$ cat src/hdl/svc_pkg.sv
package svc_pkg;

	// Clock
	localparam int unsigned CLK_FREQ_MHZ  = 100;
	localparam int unsigned CLK_PERIOD_NS = 1000 / CLK_FREQ_MHZ;
	localparam logic [31:0] CLK_STEP_NS   = CLK_PERIOD_NS[31:0];

	// Object indices
	localparam logic [15:0] IDX_CTRL     = 16'h6040;
	localparam logic [15:0] IDX_STAT     = 16'h6041;
	localparam logic [15:0] IDX_MODE     = 16'h6060;
	localparam logic [15:0] IDX_MAX_TRQ  = 16'h6072;
	localparam logic [15:0] IDX_TGT_POS  = 16'h607A;
	localparam logic [15:0] IDX_SW_LIM   = 16'h607D;
	localparam logic [15:0] IDX_MAX_PVEL = 16'h607F;
	localparam logic [15:0] IDX_MAX_MSPD = 16'h6080;
	localparam logic [15:0] IDX_PVEL     = 16'h6081;
	localparam logic [15:0] IDX_PACC     = 16'h6083;
	localparam logic [15:0] IDX_PDEC     = 16'h6084;
	localparam logic [15:0] IDX_MAX_ACC  = 16'h60C5;
	localparam logic [15:0] IDX_MAX_DEC  = 16'h60C6;
	localparam logic [15:0] IDX_EXT6     = 16'h3799;
	localparam logic [15:0] IDX_SM_OUT   = 16'h1C32;
	localparam logic [15:0] IDX_SM_IN    = 16'h1C33;

	localparam logic [7:0] SUB0 = 8'h00;
	localparam logic [7:0] SUB1 = 8'h01;
	localparam logic [7:0] SUB2 = 8'h02;
	localparam logic [7:0] SUB3 = 8'h03;

	// Index and subindex joined into one lookup key
	localparam logic [23:0] K_CTRL     = {IDX_CTRL, SUB0};
	localparam logic [23:0] K_STAT     = {IDX_STAT, SUB0};
	localparam logic [23:0] K_MODE     = {IDX_MODE, SUB0};
	localparam logic [23:0] K_MAX_TRQ  = {IDX_MAX_TRQ, SUB0};
	localparam logic [23:0] K_TGT_POS  = {IDX_TGT_POS, SUB0};
	localparam logic [23:0] K_LIM_MIN  = {IDX_SW_LIM, SUB1};
	localparam logic [23:0] K_LIM_MAX  = {IDX_SW_LIM, SUB2};
	localparam logic [23:0] K_MAX_PVEL = {IDX_MAX_PVEL, SUB0};
	localparam logic [23:0] K_MAX_MSPD = {IDX_MAX_MSPD, SUB0};
	localparam logic [23:0] K_PVEL     = {IDX_PVEL, SUB0};
	localparam logic [23:0] K_PACC     = {IDX_PACC, SUB0};
	localparam logic [23:0] K_PDEC     = {IDX_PDEC, SUB0};
	localparam logic [23:0] K_MAX_ACC  = {IDX_MAX_ACC, SUB0};
	localparam logic [23:0] K_MAX_DEC  = {IDX_MAX_DEC, SUB0};
	localparam logic [23:0] K_EXT6     = {IDX_EXT6, SUB0};
	localparam logic [23:0] K_OUT_TYPE = {IDX_SM_OUT, SUB1};
	localparam logic [23:0] K_OUT_CYC  = {IDX_SM_OUT, SUB2};
	localparam logic [23:0] K_IN_TYPE  = {IDX_SM_IN, SUB1};
	localparam logic [23:0] K_IN_SHIFT = {IDX_SM_IN, SUB3};

	// Values
	localparam logic [7:0]  MODE_PP       = 8'h01;
	localparam logic [7:0]  MODE_HM       = 8'h06;
	localparam logic [15:0] SYNC_DC       = 16'h0002;
	localparam logic [15:0] CW_CMD_MASK   = 16'h008F;
	localparam logic [15:0] CW_DISABLE_V  = 16'h0000;
	localparam logic [15:0] CW_QUICK_STOP = 16'h0002;
	localparam logic [15:0] CW_SHUTDOWN   = 16'h0006;
	localparam logic [15:0] CW_SWITCH_ON  = 16'h0007;
	localparam logic [15:0] CW_ENABLE_OP  = 16'h000F;
	localparam int unsigned CW_NEW_SP_BIT = 4;
	localparam int unsigned EXT6_TOOL_BIT = 0;
	localparam int unsigned SW_LIMIT_BIT  = 11;
	localparam int unsigned SW_MODE_BIT   = 12;
	localparam logic [7:0]  SW_SOD        = 8'h40;
	localparam logic [7:0]  SW_RTSO       = 8'h21;
	localparam logic [7:0]  SW_SO         = 8'h23;
	localparam logic [7:0]  SW_OE         = 8'h27;

	// Reset values
	localparam logic [31:0] DEF_MAX       = 32'hFFFF_FFFF;
	localparam logic [31:0] DEF_ZERO      = 32'h0000_0000;
	localparam logic [15:0] DEF_MAX_TRQ   = 16'hFFFF;
	localparam logic [15:0] TORQUE_FULL   = 16'hFFFF;
	localparam logic [15:0] DEF_SYNC_TYPE = 16'h0000;
	localparam logic [31:0] DEF_CYCLE_NS  = 32'h001E_8480;
	localparam logic [31:0] DEF_SHIFT_NS  = 32'h0000_0000;
	localparam logic [15:0] DEF_EXT6      = 16'h0000;

	typedef enum logic [3:0] {
		CS_INIT   = 4'b0001,
		CS_PREOP  = 4'b0010,
		CS_SAFEOP = 4'b0100,
		CS_OP     = 4'b1000
	} svc_comm_t;

	typedef enum logic [1:0] {
		PS_SOD  = 2'b00,
		PS_RTSO = 2'b01,
		PS_SO   = 2'b10,
		PS_OE   = 2'b11
	} svc_pwr_t;

endpackage

$ cat src/hdl/svc_limit_clamp.sv
`timescale 1ns/1ps
module svc_limit_clamp (
	input  wire logic [31:0] tgt_pos,
	input  wire logic [31:0] lim_min,
	input  wire logic [31:0] lim_max,
	input  wire logic [31:0] pvel,
	input  wire logic [31:0] max_pvel,
	input  wire logic [31:0] max_mspd,
	input  wire logic [31:0] pacc,
	input  wire logic [31:0] max_acc,
	input  wire logic [31:0] pdec,
	input  wire logic [31:0] max_dec,
	output logic      [31:0] pos_out,
	output logic      [31:0] vel_out,
	output logic      [31:0] acc_out,
	output logic      [31:0] dec_out,
	output logic             limited
);
	logic        lim_en;
	logic        pos_lo;
	logic        pos_hi;
	logic [31:0] vel_cap;

	function automatic logic [31:0] umin(input logic [31:0] a, input logic [31:0] b);
		umin = (a < b) ? a : b;
	endfunction

	// Range counts as enabled only when it is a real interval
	assign lim_en  = $signed(lim_min) < $signed(lim_max);
	assign pos_lo  = lim_en && ($signed(tgt_pos) < $signed(lim_min));
	assign pos_hi  = lim_en && ($signed(tgt_pos) > $signed(lim_max));
	assign pos_out = pos_lo ? lim_min : (pos_hi ? lim_max : tgt_pos);
	assign vel_cap = umin(max_pvel, max_mspd);
	assign vel_out = umin(pvel, vel_cap);
	assign acc_out = umin(pacc, max_acc);
	assign dec_out = umin(pdec, max_dec);
	assign limited = pos_lo || pos_hi || (pvel > vel_cap) || (pacc > max_acc)
		|| (pdec > max_dec);
endmodule

$ cat src/hdl/svc_drive_power_fsm.sv
`timescale 1ns/1ps
module svc_drive_power_fsm
	import svc_pkg::*;
(
	input  wire logic          ref_clk,
	input  wire logic          reset,
	input  wire logic          cw_wr,
	input  wire logic [15:0]   cw,
	input  wire logic          tool_srv,
	output svc_pkg::svc_pwr_t  state_r,
	output logic               setpoint_r,
	output logic               conflict_r
);
	svc_pwr_t    state_nxt;
	logic        sp_bit_r;
	logic        sp_bit_nxt;
	logic        setpoint_nxt;
	logic        conflict_nxt;
	logic [15:0] cmd;

	assign cmd = cw & CW_CMD_MASK;

	always_comb
	begin
		state_nxt    = state_r;
		sp_bit_nxt   = sp_bit_r;
		setpoint_nxt = 1'b0;
		conflict_nxt = 1'b0;
		if (cw_wr)
		begin
			sp_bit_nxt = cw[CW_NEW_SP_BIT];
			case (state_r)
				PS_SOD:
					if (cmd == CW_SHUTDOWN)
						state_nxt = PS_RTSO;
				PS_RTSO:
					if (cmd == CW_SWITCH_ON)
						state_nxt = PS_SO;
					else if (cmd == CW_DISABLE_V)
						state_nxt = PS_SOD;
				PS_SO:
					if (cmd == CW_ENABLE_OP)
					begin
						// Tool holds the servo: stay out of operation enabled
						if (tool_srv)
							conflict_nxt = 1'b1;
						else
							state_nxt = PS_OE;
					end
					else if (cmd == CW_SHUTDOWN)
						state_nxt = PS_RTSO;
					else if (cmd == CW_DISABLE_V)
						state_nxt = PS_SOD;
				PS_OE:
					if (cmd == CW_SWITCH_ON)
						state_nxt = PS_SO;
					else if (cmd == CW_SHUTDOWN)
						state_nxt = PS_RTSO;
					else if (cmd == CW_DISABLE_V)
						state_nxt = PS_SOD;
					else if (cmd == CW_QUICK_STOP && !tool_srv)
						state_nxt = PS_SOD;
					else if (cw[CW_NEW_SP_BIT] && !sp_bit_r)
						setpoint_nxt = 1'b1;
				default:
					state_nxt = PS_SOD;
			endcase
		end
	end

	always_ff @(posedge ref_clk)
	begin
		if (reset)
		begin
			state_r    <= PS_SOD;
			sp_bit_r   <= 1'b0;
			setpoint_r <= 1'b0;
			conflict_r <= 1'b0;
		end
		else
		begin
			state_r    <= state_nxt;
			sp_bit_r   <= sp_bit_nxt;
			setpoint_r <= setpoint_nxt;
			conflict_r <= conflict_nxt;
		end
	end
endmodule

$ cat src/hdl/svc_drive_ctrl.sv
// Behaviour
// - DC mode example: 2 ms cycle, zero latch delay; both sync objects set DC.
// - Mode object value 1 selects profile position operation.
// - Enabled software position range restricts the commanded target position.
// - Profile velocity clamped to smaller of max profile velocity and motor speed.
// - Profile acceleration clamped to maximum acceleration.
// - Profile deceleration clamped to maximum deceleration.
// - Power state changes only by control word; status word shows it.
// - Shutdown 0006h in switch-on-disabled goes ready-to-switch-on, 40h to 21h.
// - Switch on 0007h in ready goes switched-on, 21h to 23h.
// - Enable 000Fh in switched-on enters operation enabled, servo on, 27h.
// - Rising bit 4 of control word starts a profile move.
// - Disable 0007h in operation enabled turns servo off, back to 23h.
// - Status bit 11 set while any internal limit restricts motion.
// - Tool commands during established link only when setup bit 0 is 1.
// - Tool object writes only in Init, taking effect at once.
// - Tool servo-on never enters operation enabled, quick stop inert, warning raised.
// - Host servo-on during tool run, or state change while running, raise errors.
// - Tool run in incremental mode leaves homing incomplete; bit 12 reads 0.
// - Maximum torque ignored in Init, applied from PreOP upward.
`timescale 1ns/1ps
module svc_drive_ctrl
	import svc_pkg::*;
(
	input  wire logic            ref_clk,
	input  wire logic            reset,
	input  wire logic            obj_wr,
	input  wire logic            obj_rd,
	input  wire logic [15:0]     obj_index,
	input  wire logic [7:0]      obj_sub,
	input  wire logic [31:0]     obj_wdata,
	output logic      [31:0]     obj_rdata,
	output logic                 obj_ack,
	output logic                 obj_abort,
	input  wire logic            comm_req,
	input  wire logic [3:0]      comm_req_state,
	output svc_pkg::svc_comm_t   comm_state,
	input  wire logic            tool_wr,
	input  wire logic [15:0]     tool_index,
	input  wire logic [7:0]      tool_sub,
	input  wire logic [31:0]     tool_wdata,
	output logic                 tool_ack,
	output logic                 tool_abort,
	input  wire logic            tool_servo_req,
	input  wire logic            tool_motor_run,
	input  wire logic            incremental_mode,
	input  wire logic            homing_done,
	input  wire logic            alarm_clear,
	output logic                 servo_on,
	output logic                 motion_start,
	output logic      [31:0]     target_pos_cmd,
	output logic      [31:0]     vel_cmd,
	output logic      [31:0]     acc_cmd,
	output logic      [31:0]     dec_cmd,
	output logic      [15:0]     torque_limit,
	output logic      [15:0]     status_word,
	output logic                 tool_command_warning,
	output logic                 command_conflict_error,
	output logic                 state_change_while_running_error,
	output logic                 sync_pulse,
	output logic                 latch_pulse
);
	function automatic logic [23:0] obj_key(input logic [15:0] idx, input logic [7:0] sub);
		obj_key = {idx, sub};
	endfunction

	// Object store
	logic [15:0] ctrl_r, ctrl_nxt, max_trq_r, max_trq_nxt, ext6_r, ext6_nxt;
	logic [15:0] out_type_r, out_type_nxt, in_type_r, in_type_nxt;
	logic [7:0]  mode_r, mode_nxt;
	logic [31:0] tgt_r, tgt_nxt, lmin_r, lmin_nxt, lmax_r, lmax_nxt;
	logic [31:0] mpvel_r, mpvel_nxt, mmspd_r, mmspd_nxt, pvel_r, pvel_nxt;
	logic [31:0] pacc_r, pacc_nxt, pdec_r, pdec_nxt, macc_r, macc_nxt;
	logic [31:0] mdec_r, mdec_nxt, cyc_r, cyc_nxt, shift_r, shift_nxt;
	// Link, tool and timing state
	svc_comm_t   comm_nxt;
	logic [31:0] phase_r, phase_nxt, rdata_nxt;
	logic        ack_nxt, abort_nxt, tack_nxt, tabort_nxt;
	logic        homed_r, homed_nxt, sp_ack_r, sp_ack_nxt;
	logic        warn_nxt, err_cf_nxt, err_sc_nxt, sync_nxt, latch_nxt;
	logic        servo_nxt, start_nxt;
	logic [15:0] status_nxt, torque_nxt;
	// Shared write path
	logic        tool_ok, tool_srv, tool_run, tool_wr_ok, wr_any, w_hit, cw_wr;
	logic [23:0] w_key;
	logic [31:0] w_data;
	logic        dc_active;
	// Submodule results
	svc_pwr_t    pwr_state;
	logic        fsm_setpoint, fsm_conflict, limited;
	logic [31:0] pos_c, vel_c, acc_c, dec_c;

	// Tool commands taken in Init, and out of Init only while setup bit 0 is 1
	assign tool_ok    = (comm_state == CS_INIT) || ext6_r[EXT6_TOOL_BIT];
	assign tool_srv   = tool_servo_req && tool_ok;
	assign tool_run   = tool_motor_run && tool_srv;
	// Master write wins a collision; the tool is refused that cycle
	assign tool_wr_ok = tool_wr && !obj_wr && (comm_state == CS_INIT);
	assign wr_any     = obj_wr || tool_wr_ok;
	assign w_key      = obj_wr ? obj_key(obj_index, obj_sub) : obj_key(tool_index, tool_sub);
	assign w_data     = obj_wr ? obj_wdata : tool_wdata;
	assign cw_wr      = wr_any && (w_key == K_CTRL);
	assign dc_active  = (out_type_r == SYNC_DC) && (in_type_r == SYNC_DC)
		&& (comm_state == CS_SAFEOP || comm_state == CS_OP);

	svc_drive_power_fsm u_pwr (
		.ref_clk    (ref_clk),
		.reset      (reset),
		.cw_wr      (cw_wr),
		.cw         (w_data[15:0]),
		.tool_srv   (tool_srv),
		.state_r    (pwr_state),
		.setpoint_r (fsm_setpoint),
		.conflict_r (fsm_conflict)
	);

	svc_limit_clamp u_clamp (
		.tgt_pos  (tgt_r),
		.lim_min  (lmin_r),
		.lim_max  (lmax_r),
		.pvel     (pvel_r),
		.max_pvel (mpvel_r),
		.max_mspd (mmspd_r),
		.pacc     (pacc_r),
		.max_acc  (macc_r),
		.pdec     (pdec_r),
		.max_dec  (mdec_r),
		.pos_out  (pos_c),
		.vel_out  (vel_c),
		.acc_out  (acc_c),
		.dec_out  (dec_c),
		.limited  (limited)
	);

	always_comb
	begin
		ctrl_nxt = ctrl_r;    mode_nxt = mode_r;     max_trq_nxt = max_trq_r;
		tgt_nxt = tgt_r;      lmin_nxt = lmin_r;     lmax_nxt = lmax_r;
		mpvel_nxt = mpvel_r;  mmspd_nxt = mmspd_r;   pvel_nxt = pvel_r;
		pacc_nxt = pacc_r;    pdec_nxt = pdec_r;     macc_nxt = macc_r;
		mdec_nxt = mdec_r;    ext6_nxt = ext6_r;     out_type_nxt = out_type_r;
		cyc_nxt = cyc_r;      in_type_nxt = in_type_r; shift_nxt = shift_r;
		w_hit = 1'b1;
		if (wr_any)
		begin
			case (w_key)
				K_CTRL:     ctrl_nxt = w_data[15:0];
				K_MODE:     mode_nxt = w_data[7:0];
				K_MAX_TRQ:  max_trq_nxt = w_data[15:0];
				K_TGT_POS:  tgt_nxt = w_data;
				K_LIM_MIN:  lmin_nxt = w_data;
				K_LIM_MAX:  lmax_nxt = w_data;
				K_MAX_PVEL: mpvel_nxt = w_data;
				K_MAX_MSPD: mmspd_nxt = w_data;
				K_PVEL:     pvel_nxt = w_data;
				K_PACC:     pacc_nxt = w_data;
				K_PDEC:     pdec_nxt = w_data;
				K_MAX_ACC:  macc_nxt = w_data;
				K_MAX_DEC:  mdec_nxt = w_data;
				K_EXT6:     ext6_nxt = w_data[15:0];
				K_OUT_TYPE: out_type_nxt = w_data[15:0];
				K_OUT_CYC:  cyc_nxt = w_data;
				K_IN_TYPE:  in_type_nxt = w_data[15:0];
				K_IN_SHIFT: shift_nxt = w_data;
				default:    w_hit = 1'b0;
			endcase
		end
	end

	always_comb
	begin
		rdata_nxt  = obj_rdata;
		ack_nxt    = 1'b0;
		abort_nxt  = 1'b0;
		tack_nxt   = 1'b0;
		tabort_nxt = 1'b0;
		if (obj_wr)
		begin
			ack_nxt   = w_hit;
			abort_nxt = !w_hit;
		end
		else if (obj_rd)
		begin
			ack_nxt   = 1'b1;
			rdata_nxt = DEF_ZERO;
			case (obj_key(obj_index, obj_sub))
				K_CTRL:     rdata_nxt[15:0] = ctrl_r;
				K_STAT:     rdata_nxt[15:0] = status_word;
				K_MODE:     rdata_nxt[7:0] = mode_r;
				K_MAX_TRQ:  rdata_nxt[15:0] = max_trq_r;
				K_TGT_POS:  rdata_nxt = tgt_r;
				K_LIM_MIN:  rdata_nxt = lmin_r;
				K_LIM_MAX:  rdata_nxt = lmax_r;
				K_MAX_PVEL: rdata_nxt = mpvel_r;
				K_MAX_MSPD: rdata_nxt = mmspd_r;
				K_PVEL:     rdata_nxt = pvel_r;
				K_PACC:     rdata_nxt = pacc_r;
				K_PDEC:     rdata_nxt = pdec_r;
				K_MAX_ACC:  rdata_nxt = macc_r;
				K_MAX_DEC:  rdata_nxt = mdec_r;
				K_EXT6:     rdata_nxt[15:0] = ext6_r;
				K_OUT_TYPE: rdata_nxt[15:0] = out_type_r;
				K_OUT_CYC:  rdata_nxt = cyc_r;
				K_IN_TYPE:  rdata_nxt[15:0] = in_type_r;
				K_IN_SHIFT: rdata_nxt = shift_r;
				default:
				begin
					ack_nxt   = 1'b0;
					abort_nxt = 1'b1;
				end
			endcase
		end
		if (tool_wr)
		begin
			tack_nxt   = tool_wr_ok && w_hit;
			tabort_nxt = !(tool_wr_ok && w_hit);
		end
	end

	always_comb
	begin
		comm_nxt = comm_state;
		// One step up or any step down, and from OP a request of 0 is also taken; anything else is refused
		if (comm_req && (comm_req_state == {comm_state[2:0], 1'b0}
			|| (comm_req_state < comm_state && $onehot(comm_req_state))))
			comm_nxt = svc_comm_t'(comm_req_state);
		err_sc_nxt = (state_change_while_running_error && !alarm_clear)
			|| (tool_run && comm_nxt != comm_state);
		err_cf_nxt = (command_conflict_error && !alarm_clear)
			|| (fsm_conflict && tool_motor_run);
		warn_nxt   = tool_srv;
		homed_nxt  = homed_r || homing_done;
		// Tool motion in incremental mode wins over homing completion in the same cycle
		if (tool_run && incremental_mode)
			homed_nxt = 1'b0;
		sp_ack_nxt = (sp_ack_r || fsm_setpoint) && ctrl_r[CW_NEW_SP_BIT];
		start_nxt  = fsm_setpoint && (mode_r == MODE_PP);
		servo_nxt  = (pwr_state == PS_OE) || tool_srv;
		torque_nxt = (comm_state == CS_INIT) ? TORQUE_FULL : max_trq_r;
		status_nxt = 16'h0000;
		case (pwr_state)
			PS_SOD:  status_nxt[7:0] = SW_SOD;
			PS_RTSO: status_nxt[7:0] = SW_RTSO;
			PS_SO:   status_nxt[7:0] = SW_SO;
			PS_OE:   status_nxt[7:0] = SW_OE;
			default: status_nxt[7:0] = SW_SOD;
		endcase
		status_nxt[SW_LIMIT_BIT] = limited;
		status_nxt[SW_MODE_BIT]  = (mode_r == MODE_HM) ? homed_nxt : sp_ack_nxt;
		// Phase counted in ns without a divider; a cycle that is not a multiple of CLK_STEP_NS rounds up to the next step
		sync_nxt  = dc_active && (phase_r == DEF_ZERO);
		latch_nxt = dc_active && (phase_r <= shift_r) && (phase_r + CLK_STEP_NS > shift_r);
		if (!dc_active || phase_r + CLK_STEP_NS >= cyc_r)
			phase_nxt = DEF_ZERO;
		else
			phase_nxt = phase_r + CLK_STEP_NS;
	end

	always_ff @(posedge ref_clk)
	begin
		if (reset)
		begin
			ctrl_r <= CW_DISABLE_V;  mode_r <= MODE_PP;  max_trq_r <= DEF_MAX_TRQ;
			tgt_r <= DEF_ZERO;       lmin_r <= DEF_ZERO; lmax_r <= DEF_ZERO;
			mpvel_r <= DEF_MAX;      mmspd_r <= DEF_MAX; pvel_r <= DEF_ZERO;
			pacc_r <= DEF_ZERO;      pdec_r <= DEF_ZERO; macc_r <= DEF_MAX;
			mdec_r <= DEF_MAX;       ext6_r <= DEF_EXT6; out_type_r <= DEF_SYNC_TYPE;
			cyc_r <= DEF_CYCLE_NS;   in_type_r <= DEF_SYNC_TYPE; shift_r <= DEF_SHIFT_NS;
			comm_state <= CS_INIT;   phase_r <= DEF_ZERO;
			obj_rdata <= DEF_ZERO;   obj_ack <= 1'b0;    obj_abort <= 1'b0;
			tool_ack <= 1'b0;        tool_abort <= 1'b0; homed_r <= 1'b0;
			sp_ack_r <= 1'b0;        servo_on <= 1'b0;   motion_start <= 1'b0;
			target_pos_cmd <= DEF_ZERO; vel_cmd <= DEF_ZERO;
			acc_cmd <= DEF_ZERO;     dec_cmd <= DEF_ZERO; torque_limit <= TORQUE_FULL;
			status_word <= {8'h00, SW_SOD};
			tool_command_warning <= 1'b0;
			command_conflict_error <= 1'b0;
			state_change_while_running_error <= 1'b0;
			sync_pulse <= 1'b0;      latch_pulse <= 1'b0;
		end
		else
		begin
			ctrl_r <= ctrl_nxt;      mode_r <= mode_nxt; max_trq_r <= max_trq_nxt;
			tgt_r <= tgt_nxt;        lmin_r <= lmin_nxt; lmax_r <= lmax_nxt;
			mpvel_r <= mpvel_nxt;    mmspd_r <= mmspd_nxt; pvel_r <= pvel_nxt;
			pacc_r <= pacc_nxt;      pdec_r <= pdec_nxt; macc_r <= macc_nxt;
			mdec_r <= mdec_nxt;      ext6_r <= ext6_nxt; out_type_r <= out_type_nxt;
			cyc_r <= cyc_nxt;        in_type_r <= in_type_nxt; shift_r <= shift_nxt;
			comm_state <= comm_nxt;  phase_r <= phase_nxt;
			obj_rdata <= rdata_nxt;  obj_ack <= ack_nxt; obj_abort <= abort_nxt;
			tool_ack <= tack_nxt;    tool_abort <= tabort_nxt; homed_r <= homed_nxt;
			sp_ack_r <= sp_ack_nxt;  servo_on <= servo_nxt; motion_start <= start_nxt;
			target_pos_cmd <= pos_c; vel_cmd <= vel_c;
			acc_cmd <= acc_c;        dec_cmd <= dec_c;   torque_limit <= torque_nxt;
			status_word <= status_nxt;
			tool_command_warning <= warn_nxt;
			command_conflict_error <= err_cf_nxt;
			state_change_while_running_error <= err_sc_nxt;
			sync_pulse <= sync_nxt;  latch_pulse <= latch_nxt;
		end
	end
endmodule

$ cat config.mk
export PLATFORM = sky130hd
export DESIGN_NAME = svc_drive_ctrl
export DESIGN_NICKNAME = d
export VERILOG_FILES = /design/src/hdl/svc_pkg.sv /design/src/hdl/svc_limit_clamp.sv /design/src/hdl/svc_drive_power_fsm.sv /design/src/hdl/svc_drive_ctrl.sv
export SDC_FILE = /design/constraint.sdc
export NUM_CORES = 2
export LEC_CHECK = 0
export BUFFER_PORTS_ARGS = -buffer_cell sky130_fd_sc_hd__buf_2
export CAP_MARGIN = 20
export CORE_MARGIN = 5
export CORE_UTILIZATION = 50
export CTS_BUF_LIST = sky130_fd_sc_hd__clkbuf_4
export DETAILED_ROUTE_END_ITERATION = 10
export PLACE_DENSITY = 0.69
export SLEW_MARGIN = 20
export SYNTH_ARGS = -nofsm -noshare
export SYNTH_HDL_FRONTEND = slang
export SYNTH_HIERARCHICAL = 1
export SYNTH_SLANG_ARGS = --single-unit
$ cat constraint.sdc
create_clock -name ref_clk -period 5.5 [get_ports ref_clk]
set_input_delay 0.275 -clock ref_clk [delete_from_list [all_inputs] [get_ports ref_clk]]
set_output_delay 0.275 -clock ref_clk [all_outputs]
set_load 0.05 [all_outputs]
==> impl_metrics.toml <==
[routing]
dr.pass1.iters = 9
drt-initial-drc-count = 4129
route.detailed.drc = 0
via_per_inst = 6.18
ant_nets = 0
dr_total_vias = 38600
wire_per_inst_um = 24.8
wl_mm = 155

[setup_path]
critPathLaunchType = "flop"
reg2reg_depth = 21
cp_data_required_time_ns = 6.46
endpoint = "vel_cmd[0]$_SDFF_PP0_"
crit_arrival_ns = 6.00
rrSetupSlack_ns = 0.46
critPathKind = "flop to flop"
crit-reg2reg-launch = "mmspd_r[19]$_SDFFE_PP1P_"
r2r_end = "vel_cmd[0]$_SDFF_PP0_"
startpoint = "mmspd_r[19]$_SDFFE_PP1P_"
worstPathMaxFanout = 34
endpoint_kind = "flop"

[global_routing]
grt_use_met2 = 0.572
first_global_vias = 36600
met1_usage = 0.441
grt_use_met3 = 0.0621
grt_max_degree = 160
top_usage_layer = "met2"
grt_pass1_wl_mm = 227
grt_antenna_before_repair = 11
grt_overflow_total = 0
grt_use_total = 0.356

[clocking]
cts_buffers = 187
worstSkewPairLatency_ns = 1.07
path_clk_slew_ns = 0.06
clk_path_buf_depth = 3
cts_num_sinks = 707
clockRootBuffer = "clkbuf_4"
htreeDepth = 4
cts_tree = "yes"

[final_layout]
area.growth.synth_to_final_pct = 15.3
final_util = 0.581
drive_gt1_frac = 0.169
stdcell_area_um2 = 45000
nets = 5512

[die]
rows = 102
die_y_um = 289
fp.dieArea_um2 = 83700
initial_core_util = 0.504
fp.dieW_um = 289
core_um2 = 77500
ioPinCount = 334

[sta]
max_slew.worst_pin.slew_ns = 1.27
finalSetupTns_ns = 0
hold_viol_final = 0
setup_slack_ns = 0.463
fin_crit_sh = 0.916
fin_skew_ns = 0.0970
min_period_ns = 5.04
maxSlewViolCount = 0
slew_headroom = 0.133
setup_viol_count_final = 0
rsz0062_at_grt = "no"
max_freq_mhz = 199

[place]
portBuffers = 324
dp_hpwl_mm = 113
pre_cts_ws_ns = 0.426
place.gp.congestion = 1.03
place_area_um2 = 41700

[pwr]
fin_total_pwr_mw = 10.3
powerDensity_nw_per_um2 = 229
vdd_drop_max_mv = 0.229
power_leakage_nw = 20.1

[hold_path]
min_path_type = "input port to flop"
hold_start = "tool_index[1]"

[flow_run]
maxCapViolations = 0

[logic_synthesis]
async_reset_ff_frac = 0
synth_top_flop_cell = "dfxtp_1"
synth.distinct_cells = 98
ys_ff_latch = 707
synth.cell_area_um2 = 39000
synth_edf_count = 0
ys_seq_area_frac = 0.363
avgSynthCellArea_um2 = 8.41
syn_inst = 4640
yosys_warnings = 6

[status]
status = "completed"
## final cells by class
type / count / area, µm²
sequential: 707 / 14200
multi-input combinational: 3332 / 22600
fill: 7147 / 32500
antenna: 2 / 5.00
timing repair buffer: 558 / 3680
clock buffer: 260 / 1950
clock inverter: 70 / 313
tap: 1040 / 1300
inverter: 277 / 1040
## worst max-delay path: stages, from the launching register on
cell	delay (ns)
dfxtp_1	0.40
inv_1	0.07
ha_1	0.32
a2111oi_0	0.39
o21ai_1	0.14
a311o_1	0.37
o211ai_1	0.11
and3_1	0.25
nand2_4	0.20
buf_4	0.33
mux2i_1	0.16
ha_1	0.31
nand3_1	0.12
nor3_1	0.33
o21ai_0	0.14
a21oi_1	0.22
o21ai_0	0.20
nand2_2	0.11
buf_4	0.35
nand2_1	0.12
o221ai_1	0.17
nor2b_1	0.14
## cell usage in the layout (no fill, tap or decap), types with 114 or more instances in the layout
cell type,instances
nand4_1,130
nand3_1,123
clkbuf_4,260
a21oi_1,292
buf_4,129
nor3_1,122
nor2_1,537
nor2b_1,150
buf_2,322
a211oi_1,211
nand2_1,309
ha_1,321
mux2i_1,114
dfxtp_1,707
inv_1,276
## report_power, final
part | switching [mW] | internal (mW) | leakage [nW]
Sequential | 0.00587 | 5.12 | 5.70
Clock | 2.30 | 2.19 | 1.33
Combinational | 0.480 | 0.208 | 13.1
Total | 2.79 | 7.52 | 20.1
## kinds of logic after synthesis
family                     Yosys count  synth area share
and+or+nand+nor                   1644             0.211
AOI/OAI and AO/OA                 1126             0.198
DFF                                707             0.363
buffers and inverters              609            0.0642
adders and majority gates          322             0.103
muxes                              192            0.0518
xor gates and xnor gates            39           0.00876
other                                1         0.0000961
## synthesized netlist by cell type, types with 30 or more instances
cell / instances / share of area
nor3b_1: 39 / 0.0075
nor2_1: 540 / 0.052
a21o_1: 56 / 0.011
buf_2: 83 / 0.011
nand4_1: 130 / 0.021
clkbuf_1: 204 / 0.020
a222oi_1: 32 / 0.0082
mux2_2: 68 / 0.020
nand3_1: 124 / 0.016
a211oi_1: 211 / 0.041
mux2i_1: 123 / 0.032
nand2_1: 310 / 0.030
and2_1: 30 / 0.0048
nor4_1: 38 / 0.0061
a22oi_1: 102 / 0.020
o211ai_1: 86 / 0.017
nor2b_1: 152 / 0.024
o21ai_0: 113 / 0.014
nor3_1: 125 / 0.016
a21oi_1: 293 / 0.038
ha_1: 321 / 0.10
inv_1: 277 / 0.027
o2bb2ai_1: 46 / 0.010
dfxtp_1: 707 / 0.36
## worst min-delay path by stage
stage          cells after the start                           to
2_1_floorplan                      1  u_pwr/sp_bit_r$_SDFFE_PP0P_
3_3_place_gp                       1  u_pwr/setpoint_r$_SDFF_PP0_
3_5_place_dp                       1  u_pwr/setpoint_r$_SDFF_PP0_
4_1_cts                            5   status_word[12]$_SDFF_PP0_
5_1_grt                            5       macc_r[4]$_SDFFE_PP1P_
6_report                           5       macc_r[4]$_SDFFE_PP1P_
## metal layers
metal	wire (µm)	vias up
met5	33	-
met4	11700	4
met3	13400	531
met2	69500	2193
met1	60400	18100
li1	-	17700
## what timing repair did
| action | CTS | global route |
|---|---|---|
| setup buffers | 0 | 0 |
| hold buffers | 104 | 0 |
| endpoints found under the hold margin | 446 | 0 |
| resized for setup | 0 | 1 |
| endpoints found under the setup margin | 0 | 32 |
## metrics by stage
step	hold WS, ns	instances
after floorplan	0.344	4648
after global placement	0.413	5809
after detailed placement	0.419	5809
after CTS	0.0130	6243
after global routing	0.0992	6245
final	0.131	6246
Note: power is estimated with default switching activity, not from simulation.
